<file path="src/design/adc_regs_pkg.sv">
`default_nettype none
package adc_regs_pkg;
    // Register addresses (7-bit serial address space)
    localparam logic [6:0] ADDR_POWER_STATE = 7'h00;
    localparam logic [6:0] ADDR_BUS_FORMAT = 7'h01;
    localparam logic [6:0] ADDR_DRIVER_POWER = 7'h02;
    localparam logic [6:0] ADDR_TIMING = 7'h03;
    localparam logic [6:0] ADDR_TERM_A = 7'h04;
    localparam logic [6:0] ADDR_TERM_B = 7'h05;
    localparam logic [6:0] ADDR_CLK_DIV_FMT = 7'h06;
    localparam logic [6:0] ADDR_RESERVED = 7'h07;
    localparam logic [6:0] ADDR_COMMON_MODE = 7'h08;
    localparam logic [6:0] ADDR_SOFT_RESET = 7'h0A;
    // Power-on values
    localparam logic [7:0] RST_POWER_STATE = 8'h03;
    localparam logic [7:0] RST_BUS_FORMAT = 8'h00;
    localparam logic [7:0] RST_DRIVER_POWER = 8'h00;
    localparam logic [7:0] RST_TIMING = 8'hB6;
    localparam logic [7:0] RST_TERM = 8'h00;
    localparam logic [7:0] RST_CLK_DIV_FMT = 8'h00;
    localparam logic [7:0] RST_COMMON_MODE = 8'h00;
    localparam logic [7:0] SOFT_RESET_CODE = 8'h5A;
    // Field positions
    localparam int NIB_AVG = 3;
    localparam int NIB_STBY = 2;
    localparam int NIB_B_ON = 1;
    localparam int NIB_A_ON = 0;
    localparam int FMT_REV_B = 4;
    localparam int FMT_REV_A = 3;
    localparam int FMT_MERGED_SEL = 2;
    localparam int FMT_SINGLE_BUS = 1;
    localparam int DRV_PD_HI = 3;
    localparam int DRV_PD_LO = 2;
    localparam int DRV_RANGE_OFF = 1;
    localparam int DRV_CLK_OFF = 0;
    localparam int TIM_SKIP = 7;
    localparam int TIM_HALF = 6;
    localparam int TIM_CLK_LSB = 3;
    localparam int TIM_DATA_LSB = 0;
    localparam int ST_ROM_BUSY = 5;
    localparam int ST_ROM_DONE = 4;
    localparam int ST_FIXED_ONE = 2;
    localparam int ST_DLL_LOCK = 0;
    localparam int FRAME_CTRL_BITS = 8;
    localparam int FRAME_BITS = 16;
    // Configuration load time after reset
    localparam int CLK_PERIOD_NS = 40;
    localparam int ROM_LOAD_NS = 10000;
    localparam int ROM_LOAD_CYCLES = (ROM_LOAD_NS + CLK_PERIOD_NS - 1)
        / CLK_PERIOD_NS;
    // Channel power states
    typedef enum logic [1:0] {
        PWR_DOWN = 2'b00,
        PWR_STANDBY = 2'b01,
        PWR_ACTIVE = 2'b10
    } pwr_state_t;
endpackage
`default_nettype wire

</file>
<file path="src/design/dual_adc_control_registers.sv">
// Notes on behaviour
// - status bit 5 high while configuration loads
// - status bit 4 high when load valid
// - status bit 0 shows DLL lock
// - power-on defaults 03h, B6h, else zero
// - select pin picks low or high nibble
// - default: pin high shuts down, low runs
// - plain decode: on-bits choose active channels
// - standby bit turns power-down into standby
// - averaging with any channel on averages both
// - averaging sleeps only with both on-bits clear
// - averaged data uses merged bus select
// - format bits 4,3 reverse channel bit order
// - format bit 1 picks dual or single bus
// - format bit 2 picks merged bus, order
// - power-down data level from bits 3:2
// - driver bit 1 floats range flag
// - driver bit 0 floats output clock
// - timing bit 7 skips the aligner
// - timing bit 6 half-period, not in single-bus
// - clock delay code in sixteenths, 100 reserved
// - data delay code same encoding, default 110
// - termination codes, top bit means highest
// - serial frame: flag, 7-bit address, 8 data
// - 5Ah to 0Ah resets; read gives status
`timescale 1ns/100ps
`default_nettype none
module dual_adc_control_registers (
    input wire logic clk_sys_in,
    input wire logic rst_n_in,
    input wire logic serial_cs_n_in,
    input wire logic serial_clk_in,
    input wire logic serial_io_line_in,
    output logic serial_io_line_out,
    output logic serial_io_line_oe_n_out,
    input wire logic power_select_pin_in,
    input wire logic dll_lock_in,
    input wire logic rom_checksum_ok_in,
    output adc_regs_pkg::pwr_state_t chan_a_power_out,
    output adc_regs_pkg::pwr_state_t chan_b_power_out,
    output logic average_mode_out,
    output logic single_bus_mode_out,
    output logic merged_bus_select_out,
    output logic reverse_a_out,
    output logic reverse_b_out,
    output logic data_oe_n_out,
    output logic data_pd_level_out,
    output logic out_of_range_flag_oe_n_out,
    output logic output_clock_oe_n_out,
    output logic aligner_skip_out,
    output logic half_period_delay_out,
    output logic signed [2:0] output_clock_delay_out,
    output logic signed [2:0] data_delay_out,
    output logic [2:0] chan_a_clock_termination_out,
    output logic [2:0] chan_a_data_termination_out,
    output logic [2:0] chan_b_clock_termination_out,
    output logic [2:0] chan_b_data_termination_out,
    output logic [7:0] clock_divide_format_test_out,
    output logic [7:0] common_mode_config_out
);
    logic [2:0] cs_sync_r;
    logic [2:0] sclk_sync_r;
    logic [1:0] sdi_sync_r;
    logic [1:0] sel_sync_r;
    logic [1:0] dll_sync_r;
    logic sclk_rise;
    logic sclk_fall;
    logic frame_idle;
    logic [4:0] bit_cnt_r;
    logic [6:0] shift_r;
    logic rw_r;
    logic [6:0] addr_r;
    logic [7:0] rd_shift_r;
    logic [7:0] rdata;
    logic [7:0] wdata;
    logic wr_commit;
    logic soft_reset;
    logic [8:0] rom_cnt_r;
    logic rom_busy_r;
    logic rom_done_r;
    logic [7:0] power_state_config_r;
    logic [7:0] output_bus_format_r;
    logic [7:0] output_driver_power_r;
    logic [7:0] output_timing_adjust_r;
    logic [7:0] chan_a_termination_r;
    logic [7:0] chan_b_termination_r;
    logic [7:0] clock_divide_format_test_r;
    logic [7:0] common_mode_config_r;
    logic [3:0] nib;
    adc_regs_pkg::pwr_state_t a_nxt;
    adc_regs_pkg::pwr_state_t b_nxt;
    logic avg_nxt;
    logic [11:0] term_codes;
    logic [2:0] term_r [4];

    // Two-flop synchronisers; third serial clock stage for edge detection, third chip-select stage unused
    always_ff @(posedge clk_sys_in or negedge rst_n_in) begin
        if (!rst_n_in) begin
            cs_sync_r <= 3'h7;
            sclk_sync_r <= 3'h0;
            sdi_sync_r <= 2'h0;
            sel_sync_r <= 2'h0;
            dll_sync_r <= 2'h0;
        end else begin
            cs_sync_r <= {cs_sync_r[1:0], serial_cs_n_in};
            sclk_sync_r <= {sclk_sync_r[1:0], serial_clk_in};
            sdi_sync_r <= {sdi_sync_r[0], serial_io_line_in};
            sel_sync_r <= {sel_sync_r[0], power_select_pin_in};
            dll_sync_r <= {dll_sync_r[0], dll_lock_in};
        end
    end

    assign frame_idle = cs_sync_r[1];
    assign sclk_rise = sclk_sync_r[1] & ~sclk_sync_r[2] & ~frame_idle;
    assign sclk_fall = ~sclk_sync_r[1] & sclk_sync_r[2] & ~frame_idle;
    assign wdata = {shift_r, sdi_sync_r[1]};
    // write lands on the sixteenth rising edge
    assign wr_commit = sclk_rise && !rw_r
        && bit_cnt_r == 5'(adc_regs_pkg::FRAME_BITS - 1);
    // soft reset code at the special address
    assign soft_reset = wr_commit && addr_r == adc_regs_pkg::ADDR_SOFT_RESET
        && wdata == adc_regs_pkg::SOFT_RESET_CODE;

    // frame counter and input shifter; select high clears only the counter
    always_ff @(posedge clk_sys_in or negedge rst_n_in) begin
        if (!rst_n_in) begin
            bit_cnt_r <= 5'h00;
            shift_r <= 7'h00;
            rw_r <= 1'b0;
            addr_r <= 7'h00;
        end else if (frame_idle) begin
            bit_cnt_r <= 5'h00;
        end else if (sclk_rise
                && bit_cnt_r < 5'(adc_regs_pkg::FRAME_BITS)) begin
            bit_cnt_r <= bit_cnt_r + 5'h01;
            shift_r <= wdata[6:0];
            if (bit_cnt_r == 5'(adc_regs_pkg::FRAME_CTRL_BITS - 1)) begin
                rw_r <= shift_r[6];
                addr_r <= wdata[6:0];
            end
        end
    end

    // Read-back mux; status at the special address
    always_comb begin
        rdata = 8'h00;
        if (addr_r == adc_regs_pkg::ADDR_POWER_STATE) begin
            rdata = power_state_config_r;
        end else if (addr_r == adc_regs_pkg::ADDR_BUS_FORMAT) begin
            rdata = output_bus_format_r;
        end else if (addr_r == adc_regs_pkg::ADDR_DRIVER_POWER) begin
            rdata = output_driver_power_r;
        end else if (addr_r == adc_regs_pkg::ADDR_TIMING) begin
            rdata = output_timing_adjust_r;
        end else if (addr_r == adc_regs_pkg::ADDR_TERM_A) begin
            rdata = chan_a_termination_r;
        end else if (addr_r == adc_regs_pkg::ADDR_TERM_B) begin
            rdata = chan_b_termination_r;
        end else if (addr_r == adc_regs_pkg::ADDR_CLK_DIV_FMT) begin
            rdata = clock_divide_format_test_r;
        end else if (addr_r == adc_regs_pkg::ADDR_COMMON_MODE) begin
            rdata = common_mode_config_r;
        end else if (addr_r == adc_regs_pkg::ADDR_SOFT_RESET) begin
            rdata[adc_regs_pkg::ST_ROM_BUSY] = rom_busy_r;
            rdata[adc_regs_pkg::ST_ROM_DONE] = rom_done_r;
            rdata[adc_regs_pkg::ST_FIXED_ONE] = 1'b1;
            rdata[adc_regs_pkg::ST_DLL_LOCK] = dll_sync_r[1];
        end
    end

    // read data leaves MSB first on falling serial clock
    always_ff @(posedge clk_sys_in or negedge rst_n_in) begin
        if (!rst_n_in) begin
            rd_shift_r <= 8'h00;
            serial_io_line_out <= 1'b0;
            serial_io_line_oe_n_out <= 1'b1;
        end else if (frame_idle) begin
            serial_io_line_oe_n_out <= 1'b1;
        end else if (sclk_fall && rw_r) begin
            if (bit_cnt_r == 5'(adc_regs_pkg::FRAME_CTRL_BITS)) begin
                serial_io_line_out <= rdata[7];
                rd_shift_r <= {rdata[6:0], 1'b0};
                serial_io_line_oe_n_out <= 1'b0;
            end else if (bit_cnt_r
                    < 5'(adc_regs_pkg::FRAME_BITS)) begin
                serial_io_line_out <= rd_shift_r[7];
                rd_shift_r <= {rd_shift_r[6:0], 1'b0};
            end else begin
                serial_io_line_oe_n_out <= 1'b1;
            end
        end
    end

    // configuration load runs for a fixed time after reset
    always_ff @(posedge clk_sys_in or negedge rst_n_in) begin
        if (!rst_n_in) begin
            rom_cnt_r <= 9'h000;
            rom_busy_r <= 1'b1;
            rom_done_r <= 1'b0;
        end else if (rom_busy_r) begin
            rom_cnt_r <= rom_cnt_r + 9'h001;
            if (rom_cnt_r == 9'(adc_regs_pkg::ROM_LOAD_CYCLES - 1)) begin
                rom_busy_r <= 1'b0;
                rom_done_r <= rom_checksum_ok_in;
            end
        end
    end

    // defaults during load; soft reset restores them
    always_ff @(posedge clk_sys_in or negedge rst_n_in) begin
        if (!rst_n_in) begin
            power_state_config_r <= adc_regs_pkg::RST_POWER_STATE;
            output_bus_format_r <= adc_regs_pkg::RST_BUS_FORMAT;
            output_driver_power_r <= adc_regs_pkg::RST_DRIVER_POWER;
            output_timing_adjust_r <= adc_regs_pkg::RST_TIMING;
            chan_a_termination_r <= adc_regs_pkg::RST_TERM;
            chan_b_termination_r <= adc_regs_pkg::RST_TERM;
            clock_divide_format_test_r <= adc_regs_pkg::RST_CLK_DIV_FMT;
            common_mode_config_r <= adc_regs_pkg::RST_COMMON_MODE;
        end else if (rom_busy_r || soft_reset) begin
            power_state_config_r <= adc_regs_pkg::RST_POWER_STATE;
            output_bus_format_r <= adc_regs_pkg::RST_BUS_FORMAT;
            output_driver_power_r <= adc_regs_pkg::RST_DRIVER_POWER;
            output_timing_adjust_r <= adc_regs_pkg::RST_TIMING;
            chan_a_termination_r <= adc_regs_pkg::RST_TERM;
            chan_b_termination_r <= adc_regs_pkg::RST_TERM;
            clock_divide_format_test_r <= adc_regs_pkg::RST_CLK_DIV_FMT;
            common_mode_config_r <= adc_regs_pkg::RST_COMMON_MODE;
        end else if (wr_commit) begin
            if (addr_r == adc_regs_pkg::ADDR_POWER_STATE) begin
                power_state_config_r <= wdata;
            end else if (addr_r == adc_regs_pkg::ADDR_BUS_FORMAT) begin
                output_bus_format_r <= wdata;
            end else if (addr_r == adc_regs_pkg::ADDR_DRIVER_POWER) begin
                output_driver_power_r <= wdata;
            end else if (addr_r == adc_regs_pkg::ADDR_TIMING) begin
                output_timing_adjust_r <= wdata;
            end else if (addr_r == adc_regs_pkg::ADDR_TERM_A) begin
                chan_a_termination_r <= wdata;
            end else if (addr_r == adc_regs_pkg::ADDR_TERM_B) begin
                chan_b_termination_r <= wdata;
            end else if (addr_r == adc_regs_pkg::ADDR_CLK_DIV_FMT) begin
                clock_divide_format_test_r <= wdata;
            end else if (addr_r == adc_regs_pkg::ADDR_COMMON_MODE) begin
                common_mode_config_r <= wdata;
            end
        end
    end

    // select pin chooses the active nibble
    assign nib = sel_sync_r[1] ? power_state_config_r[7:4]
        : power_state_config_r[3:0];

    // Power-state decode of the active nibble
    always_comb begin
        avg_nxt = 1'b0;
        a_nxt = adc_regs_pkg::PWR_DOWN;
        b_nxt = adc_regs_pkg::PWR_DOWN;
        if (nib[adc_regs_pkg::NIB_AVG]
                && (nib[adc_regs_pkg::NIB_A_ON]
                || nib[adc_regs_pkg::NIB_B_ON])) begin
            avg_nxt = 1'b1;
            a_nxt = adc_regs_pkg::PWR_ACTIVE;
            b_nxt = adc_regs_pkg::PWR_ACTIVE;
        end else begin
            if (nib[adc_regs_pkg::NIB_A_ON]) begin
                a_nxt = adc_regs_pkg::PWR_ACTIVE;
            end else if (nib[adc_regs_pkg::NIB_STBY]) begin
                a_nxt = adc_regs_pkg::PWR_STANDBY;
            end
            if (nib[adc_regs_pkg::NIB_B_ON]) begin
                b_nxt = adc_regs_pkg::PWR_ACTIVE;
            end else if (nib[adc_regs_pkg::NIB_STBY]) begin
                b_nxt = adc_regs_pkg::PWR_STANDBY;
            end
        end
    end

    // Registered power outputs; follows from default nibbles
    always_ff @(posedge clk_sys_in or negedge rst_n_in) begin
        if (!rst_n_in) begin
            chan_a_power_out <= adc_regs_pkg::PWR_DOWN;
            chan_b_power_out <= adc_regs_pkg::PWR_DOWN;
            average_mode_out <= 1'b0;
            data_oe_n_out <= 1'b1;
            data_pd_level_out <= 1'b0;
        end else begin
            chan_a_power_out <= a_nxt;
            chan_b_power_out <= b_nxt;
            average_mode_out <= avg_nxt;
            // power-down data state from bits 3:2
            if (a_nxt == adc_regs_pkg::PWR_DOWN
                    && b_nxt == adc_regs_pkg::PWR_DOWN) begin
                data_oe_n_out <=
                    ~output_driver_power_r[adc_regs_pkg::DRV_PD_LO];
                data_pd_level_out <=
                    output_driver_power_r[adc_regs_pkg::DRV_PD_HI];
            end else begin
                data_oe_n_out <= 1'b0;
                data_pd_level_out <= 1'b0;
            end
        end
    end

    // Maps a delay code to signed sixteenths; reserved code is nominal
    function automatic logic signed [2:0] delay_decode(
            input logic [2:0] code);
        logic signed [2:0] res;
        res = 3'sh0;
        if (code == 3'h1 || code == 3'h2 || code == 3'h3) begin
            res = signed'(code);
        end else if (code != 3'h4 && code != 3'h0) begin
            res = -signed'({1'b0, code[1:0]});
        end
        return res;
    endfunction

    // Output format, driver and timing controls
    always_ff @(posedge clk_sys_in or negedge rst_n_in) begin
        if (!rst_n_in) begin
            single_bus_mode_out <= 1'b0;
            merged_bus_select_out <= 1'b0;
            reverse_a_out <= 1'b0;
            reverse_b_out <= 1'b0;
            out_of_range_flag_oe_n_out <= 1'b1;
            output_clock_oe_n_out <= 1'b1;
            aligner_skip_out <= 1'b0;
            half_period_delay_out <= 1'b0;
            output_clock_delay_out <= 3'sh0;
            data_delay_out <= 3'sh0;
            clock_divide_format_test_out <= 8'h00;
            common_mode_config_out <= 8'h00;
        end else begin
            single_bus_mode_out <=
                output_bus_format_r[adc_regs_pkg::FMT_SINGLE_BUS];
            // merged bus and order; averaged data too
            merged_bus_select_out <=
                output_bus_format_r[adc_regs_pkg::FMT_MERGED_SEL];
            reverse_a_out <= output_bus_format_r[adc_regs_pkg::FMT_REV_A];
            reverse_b_out <= output_bus_format_r[adc_regs_pkg::FMT_REV_B];
            out_of_range_flag_oe_n_out <=
                output_driver_power_r[adc_regs_pkg::DRV_RANGE_OFF];
            output_clock_oe_n_out <=
                output_driver_power_r[adc_regs_pkg::DRV_CLK_OFF];
            aligner_skip_out <= output_timing_adjust_r[adc_regs_pkg::TIM_SKIP];
            // half-period delay blocked in single-bus mode
            half_period_delay_out <=
                output_timing_adjust_r[adc_regs_pkg::TIM_HALF]
                && !output_bus_format_r[adc_regs_pkg::FMT_SINGLE_BUS];
            output_clock_delay_out <= delay_decode(
                output_timing_adjust_r[adc_regs_pkg::TIM_CLK_LSB +: 3]);
            data_delay_out <= delay_decode(
                output_timing_adjust_r[adc_regs_pkg::TIM_DATA_LSB +: 3]);
            clock_divide_format_test_out <= clock_divide_format_test_r;
            common_mode_config_out <= common_mode_config_r;
        end
    end

    assign term_codes = {chan_b_termination_r[5:0], chan_a_termination_r[5:0]};

    // termination index, any code with top bit set is highest
    for (genvar i = 0; i < 4; i++) begin : g_term
        always_ff @(posedge clk_sys_in or negedge rst_n_in) begin
            if (!rst_n_in) begin
                term_r[i] <= 3'h0;
            end else if (term_codes[3*i+2]) begin
                term_r[i] <= 3'h4;
            end else begin
                term_r[i] <= {1'b0, term_codes[3*i +: 2]};
            end
        end
    end

    assign chan_a_data_termination_out = term_r[0];
    assign chan_a_clock_termination_out = term_r[1];
    assign chan_b_data_termination_out = term_r[2];
    assign chan_b_clock_termination_out = term_r[3];
endmodule
`default_nettype wire

</file>
<file path="config.mk">
export PLATFORM = sky130hd
export DESIGN_NAME = dual_adc_control_registers
export DESIGN_NICKNAME = d
export VERILOG_FILES = /design/src/design/adc_regs_pkg.sv /design/src/design/dual_adc_control_registers.sv
export SDC_FILE = /design/constraint.sdc
export NUM_CORES = 1
export LEC_CHECK = 0
export ABC_AREA = 1
export BUFFER_PORTS_ARGS = -buffer_cell sky130_fd_sc_hd__clkbuf_2
export CORE_ASPECT_RATIO = 1.25
export CORE_UTILIZATION = 40
export DETAILED_ROUTE_END_ITERATION = 8
export HOLD_SLACK_MARGIN = 0.03
export SLEW_MARGIN = 20
export SYNTH_ARGS = -nofsm -noshare
export SYNTH_HDL_FRONTEND = slang
export SYNTH_SLANG_ARGS = --single-unit
</file>
<file path="constraint.sdc">
create_clock -name clk_sys_in -period 2.9 [get_ports clk_sys_in]
set_input_delay 0.145 -clock clk_sys_in [delete_from_list [all_inputs] [get_ports clk_sys_in]]
set_output_delay 0.145 -clock clk_sys_in [all_outputs]
set_load 0.05 [all_outputs]
</file>
Yosys cells after proc, flatten, opt, wreduce, memory -nomap -nowiden

Index checks and enable logic that the tools add are counted.

Bitwise logic cells: 8
Equality and inequality tests: 29
Add/subtract/negate cells: 4
Magnitude comparators: 1
Muxes and demuxes: 97
Reduce and logical (&&, ||, !) cells: 49

Operators with widths:

| kind                                                             | count |
|---|---|
| 8-bit two-way mux                                                | 61 |
| 3-bit two-way mux                                                | 8 |
| 2-bit nonzero test                                               | 12 |
| 7-bit by 3-bit == test with 1-bit output (second input constant) | 3 |
| 1-bit two-way mux                                                | 18 |
| 7-bit by 2-bit == test with 1-bit output (second input constant) | 2 |
| 7-bit by 4-bit == test with 1-bit output (second input constant) | 2 |
| 2-bit two-way mux                                                | 7 |
| 2-bit by 1-bit != test with 1-bit output (second input constant) | 7 |
| 3-bit by 2-bit == test with 1-bit output (second input constant) | 4 |
| 1-bit logical AND                                                | 11 |
| 5-bit by 4-bit == test with 1-bit output (second input constant) | 2 |
| 5-bit two-way mux                                                | 2 |
| 9-bit by 1-bit adder with 9-bit output (second input constant)   | 1 |
| 9-bit by 8-bit == test with 1-bit output (second input constant) | 1 |
| 3-bit AND reduction                                              | 3 |
| 9-bit AND reduction                                              | 1 |
| 8-bit by 7-bit == test with 1-bit output (second input constant) | 1 |
| 2-bit AND reduction                                              | 4 |
| 8-bit AND reduction                                              | 1 |
| 7-bit by 1-bit == test with 1-bit output (second input constant) | 1 |
| 7-bit logical NOT                                                | 1 |
| 7-bit AND reduction                                              | 1 |
| 3-bit by 1-bit == test with 1-bit output (second input constant) | 2 |
| other kinds (16)                                                 | 32 |

Bits of input ports: 8
Logic and storage cells: 232
Register bits after elaboration: 165

Depth between registers and ports, before layout

Depth in word-level cells: 11
Depth in mapped cells: 13

Worst setup path after synthesis

No wires, ideal clock.

Kind: register -> register
Start: register bit_cnt_r[0]
End: register clock_divide_format_test_r[4]
Period minus slack after synthesis: 1.985 ns
Slack: 0.915 ns
Data required time: 2.774 ns
Arrival: 1.859 ns
Stages on the path, launching flop included: 12
Path through: dfrtp_1 -> ha_1 -> nand2_1 -> nor2_1 -> ha_1 -> nand4_1 -> nor2_2 -> a21oi_4 -> inv_4 -> o21ai_4 -> buf_6 -> o21ai_0

Longest elaborated chain between the ends: 7
Elaborated cells between the ends (all ways): 15
Those cells by class: 7 x eq/ne; 1 x mux; 7 x reduce/logical

RTL lines:

| item                                                                                            | line                              | text |
|---|---|---|
| start, declared                                                                                 | dual_adc_control_registers.sv:69  | `logic [4:0] bit_cnt_r;` |
| start signal, assigned                                                                          | dual_adc_control_registers.sv:135 | `bit_cnt_r <= bit_cnt_r + 5'h01;` |
| 5-bit by 4-bit == test with 1-bit output (*)                                                    | dual_adc_control_registers.sv:119 | `&& bit_cnt_r == 5'(adc_regs_pkg::FRAME_BITS - 1);` |
| 1-bit logical AND (*)                                                                           | dual_adc_control_registers.sv:119 |  |
| 1-bit logical AND                                                                               | dual_adc_control_registers.sv:121 | `assign soft_reset = wr_commit && addr_r == adc_regs_pkg::ADDR_SOFT_RESET` |
| 1-bit logical AND                                                                               | dual_adc_control_registers.sv:122 | `&& wdata == adc_regs_pkg::SOFT_RESET_CODE;` |
| 1-bit logical OR                                                                                | dual_adc_control_registers.sv:220 | `end else if (rom_busy_r \|\| soft_reset) begin` |
| 2-bit by 1-bit != test with 1-bit output (no source line) or 2-bit nonzero test (tied branches) | n/a                               |  |
| 8-bit AND reduction (no source line)                                                            | n/a                               |  |
| end signal, assigned                                                                            | dual_adc_control_registers.sv:218 | `clock_divide_format_test_r <= adc_regs_pkg::RST_CLK_DIV_FMT;` |
| end signal, assigned                                                                            | dual_adc_control_registers.sv:227 | `clock_divide_format_test_r <= adc_regs_pkg::RST_CLK_DIV_FMT;` |
| end signal, assigned                                                                            | dual_adc_control_registers.sv:243 | `clock_divide_format_test_r <= wdata;` |
| end, declared                                                                                   | dual_adc_control_registers.sv:87  | `logic [7:0] clock_divide_format_test_r;` |

Every way passes the cells marked *; elsewhere a longest branch is shown, timed or not.
A chain may end at the register's enable or synchronous reset.

Worst setup path after layout

Start: register bit_cnt_r[0]
End: register output_bus_format_r[3]

Longest elaborated chain between the ends: 7
Elaborated cells between the ends (all ways): 10
Those cells by class: 2 x eq/ne; 1 x mux; 7 x reduce/logical

RTL lines:

| item                                                                                            | line                              | text |
|---|---|---|
| 5-bit by 4-bit == test with 1-bit output (*)                                                    | dual_adc_control_registers.sv:119 |  |
| 1-bit logical AND (*)                                                                           | dual_adc_control_registers.sv:119 |  |
| 1-bit logical AND                                                                               | dual_adc_control_registers.sv:121 |  |
| 1-bit logical AND                                                                               | dual_adc_control_registers.sv:122 |  |
| 1-bit logical OR                                                                                | dual_adc_control_registers.sv:220 |  |
| 2-bit by 1-bit != test with 1-bit output (no source line) or 2-bit nonzero test (tied branches) | n/a                               |  |
| 3-bit AND reduction (no source line)                                                            | n/a                               |  |
| end signal, assigned                                                                            | dual_adc_control_registers.sv:213 | `output_bus_format_r <= adc_regs_pkg::RST_BUS_FORMAT;` |
| end signal, assigned                                                                            | dual_adc_control_registers.sv:222 | `output_bus_format_r <= adc_regs_pkg::RST_BUS_FORMAT;` |
| end signal, assigned                                                                            | dual_adc_control_registers.sv:233 | `output_bus_format_r <= wdata;` |
| end, declared                                                                                   | dual_adc_control_registers.sv:82  | `logic [7:0] output_bus_format_r;` |

Marks and branches as above.

==> parameters.txt <==
Parameter                              Value

Floorplan
  Die outline height    roughly 150 um
  Die ar.    between 15000 and 20000 sq um
  Starting density of the core    40.8%
  Total number of placement rows    53
  Boundary pin count    59
  Floorplan die width    119 um
  Placeable core area    16800 sq um

Placed design
  Detail Placement HPWL    11.4 mm
  Number of buffers inserted by port buffering    58
  Final RePlAce weighted congestion    0.851
  Placement Cell Area    7420 sq um

Yosys
  Register bit count reported by yosys    between 150 and 200
  Fraction of the mapped netlist area in compound gates    a little under an eighth
  Yosys warning total    0
  Post-synthesis instance area    6870 sq um
  Mux cell area share after synthesis    0.164%
  Post-Synthesis Mean Instance Area    about 9.3 sq um
  Share of async-settable or async-resettable flops after synthesis    100%
  Sequential-to-total area share from yosys stat    60.0%
  Distinct cells, synth    38
  XOR/XNOR Fraction of Synth Area    less than 1%
  Post-synthesis net count    760
  Simple-gate share of the synthesized area    18.1%
  Number of instances in the synthesized netlist    738
  Top flip-flop cell by instance count after synthesis    sky130_fd_sc_hd__dfrtp_1
  Dominant combinational cell family by area after synthesis    simple AND/OR/NAND/NOR gates
  Post-synth EDFFs    0
  Share of synthesized cell area in full adder, half adder and majority cells    2.55%

STA
  Final min period    approximately 2500 ps
  Final worst clock skew    around 10 ps
  Slew Limit Headroom    50.4%
  Setup violations, final    0
  Worst slew pin tran    740 ps
  Maximum achievable frequency    between 400 and 500 MHz
  Setup TNS    0 ps
  Final hold violation count    0
  Number of max-slew violations in the final report    0
  Setup repair after global routing missed its margin    no
  Final cycle utilization of the critical path    around 85%

Pwr
  Switching portion of total power    22.1%
  Share of total power in sequential cells    48.2%
  Part of the power in combinational logic    5.3%
  Switching component of the power    between 1000 and 1500 uW
  Peak supply drop    0.360 mV
  Cell internal power dissipation    3810 uW
  Power Total    a little under 5000 uW
  Power density cells    605 nW/um^2
  Clock share of power    a little under half
  Leakage power of the design    0.00391 uW

Run
  Max-cap check violation count    0

Clock network
  Clock-pin slew of the registers on the worst-case setup and hold paths    60 ps
  Clock tree sinks    164
  Maximum clock insertion buffer count    2
  Deepest level of the CTS H-tree    4
  CTS tree    done
  TritonCTS Buffers    17
  Cells resized by post-CTS repair    0
  Cell chosen for the clock root    sky130_fd_sc_hd__clkbuf_16
  Later-pin clock latency in the skew report    430 ps

Critical path
  Crit. End Element    register
  Critical path fanouts, max    16
  Required arrival time at the worst endpoint    approximately 3200 ps
  Crit path largest cell delay    400 ps
  Type of the setup path with the least slack    reg2reg
  Arr. time, crit path    2810 ps
  Element type at the critical path start    register
  Critical path's slowest cell    sky130_fd_sc_hd__dfrtp_1
  Worst path cell trace    ha_1, nand2_1, nor2_1, ha_1, nand4_1, nor2_2, a21oi_4, inv_4, nor2_2, inv_1, a21oi_1

Detailed routing
  1st-pass router iterations    4
  ANT nets after route    0
  Initial DRC count    390
  Vias per std cell    4.84
  Routed vias    slightly above 5000
  Detail-routed net length per standard cell    around 15 um
  Count of unresolved DRC violations after routing    0
  Total detailed-routing wirelength    15.8 mm

Global route
  Antenna violations before repair    0
  First-pass GRT wire length    26.0 mm
  Overflow left after global routing    0
  Vias in the first global route    5015
  Total track usage    19.4%
  Maximum number of pins on one net before global-route repair    69

Layout
  Synthesis-to-finish area growth    17.6%
  Multi-input combinational cell area    2280 sq um
  # nets final    835
  Finished layout cell area    approximately 8100 sq um
  Register area    4120 sq um
  Antenna fix cells    0
  Total of fill cells in the finished design    1620
  Ratio of cells with drive above 1 in the final layout    15.7%

Status
  Run status    finished, final reports clean

Min path
  Type of the worst min-delay path    in2async
cells by family (layout without fill, tap and decap cells):
kind of cell,after synthesis,count (layout)
AO/OA/AOI/OAI,140,140
XOR/XNOR,7,7
adder cells (fa/ha/maj),14,14
buffers and inverters,116,204
flip-flops,164,164
multiplexers,1,1
AND/OR/NAND/NOR,296,296
timing repair:
item | in CTS | in global routing
endpoints found under the hold margin | 62 | 0
hold buffers | 7 | 0
buffers inserted | 0 | 0
final timing paths:
path                           startpoint                        to  slack [ps]  depth (start not counted)
max                          bit_cnt_r[0]    output_bus_format_r[3]         430                         11
max in group asynchronous        rst_n_in                rom_busy_r        1740                          3
min reg2reg                sclk_sync_r[0]            sclk_sync_r[1]         350                          0
max reg2reg                  bit_cnt_r[0]    output_bus_format_r[3]         430                         11
min                              rst_n_in  output_driver_power_r[0]         300                          2
min in group clk_sys_in    serial_cs_n_in              cs_sync_r[0]         340                          2
flip-flops by register name (all words and copies together) (netlist names), 5 cells and up:
| name | cells |
|---|---|
| clock_divide_format_test_r | 8 |
| clock_divide_format_test_out | 8 |
| common_mode_config_out | 8 |
| output_driver_power_r | 8 |
| power_state_config_r | 8 |
| bit_cnt_r | 5 |
| chan_b_termination_r | 8 |
| output_timing_adjust_r | 8 |
| addr_r | 7 |
| output_bus_format_r | 8 |
| rom_cnt_r | 9 |
| chan_a_termination_r | 8 |
| rd_shift_r | 7 |
| common_mode_config_r | 8 |
| shift_r | 7 |
cells in the mapped netlist (6+ instances only):
cell type | number | share of area [%]
sky130_fd_sc_hd__dfstp_2 | 14 | 5.4
sky130_fd_sc_hd__o21ai_1 | 14 | 1.0
sky130_fd_sc_hd__nand2_1 | 156 | 8.5
sky130_fd_sc_hd__nand4_1 | 13 | 1.2
sky130_fd_sc_hd__ha_1 | 14 | 2.5
sky130_fd_sc_hd__o21ai_0 | 67 | 4.9
sky130_fd_sc_hd__inv_1 | 93 | 5.1
sky130_fd_sc_hd__dfrtp_1 | 150 | 55
sky130_fd_sc_hd__nor2_1 | 76 | 4.2
sky130_fd_sc_hd__a21oi_1 | 42 | 3.1
sky130_fd_sc_hd__nor2_2 | 6 | 0.55
sky130_fd_sc_hd__nand3_1 | 34 | 2.5
sky130_fd_sc_hd__clkbuf_1 | 8 | 0.44
critical path, delay by kind of cell (launching register included):
kind | cells | cell delay, ps
DFF | 1 | 400
buffers and inverters | 2 | 360
adders and majority gates | 2 | 410
AOI/OAI and AO/OA | 2 | 520
and+or+nand+nor | 5 | 700
cell type report:
class,count,area share (%)
repair buffers,73,5.43
flip-flops and latches,164,51.0
well taps,220,3.41
clock inverters,5,1.24
clock buffers,27,6.10
multi-input cells,458,28.2
inverters,99,4.63
cells in the final DEF (no fill, tap or decap), drive strengths merged:
master and n:
dfstp 14, a211oi 1, a21oi 43, nand3b 1, nand2 158, o21ai 85
ha 14, nor2 85, nand3 35, a31oi 1, buf 9, dfrtp 150
xor2 5, a21boi 5, dlygate4sd3 7, nor3 3, bufinv 3, nor4 1
clkinv 3, o31ai 4, inv 98, nand4 13, clkbuf 84, xnor2 2
mux2 1, o22ai 1
power groups by stage:
stage | sequential [uW] | clock (uW) | combinational (uW)
2_1_floorplan | 2400 | 0 | 109
3_5_place_dp | 2390 | 0 | 255
6_report | 2350 | 2280 | 258
5_1_grt | 2360 | 2410 | 286
3_3_place_gp | 2390 | 0 | 255
4_1_cts | 2350 | 2310 | 263
stage by stage:
stage / setup WS [ps] / cells / util [%] / hold WS [ps]
2_1_floorplan: 915 / 738 / - / -151
3_3_place_gp: 529 / 1007 / 44.0 / 198
3_5_place_dp: 447 / 1007 / 44.0 / 200
4_1_cts: 427 / 1046 / 48.0 / 326
5_1_grt: 204 / 1046 / 48.0 / 342
6_report: 432 / 1046 / 48.0 / 304
per-layer routing:
metal  vias to the layer above  wire (um)  share of wire, %  GRT usage, %
li1                       2499          -                 -             -
met5                         -          0                 0             0
met1                      2426       6890                43          24.0
met3                        29        482               3.0          3.53
met2                       104       7870                50          32.2
met4                         0        605               3.8          10.3
Note: power is estimated with default switching activity, not from simulation.
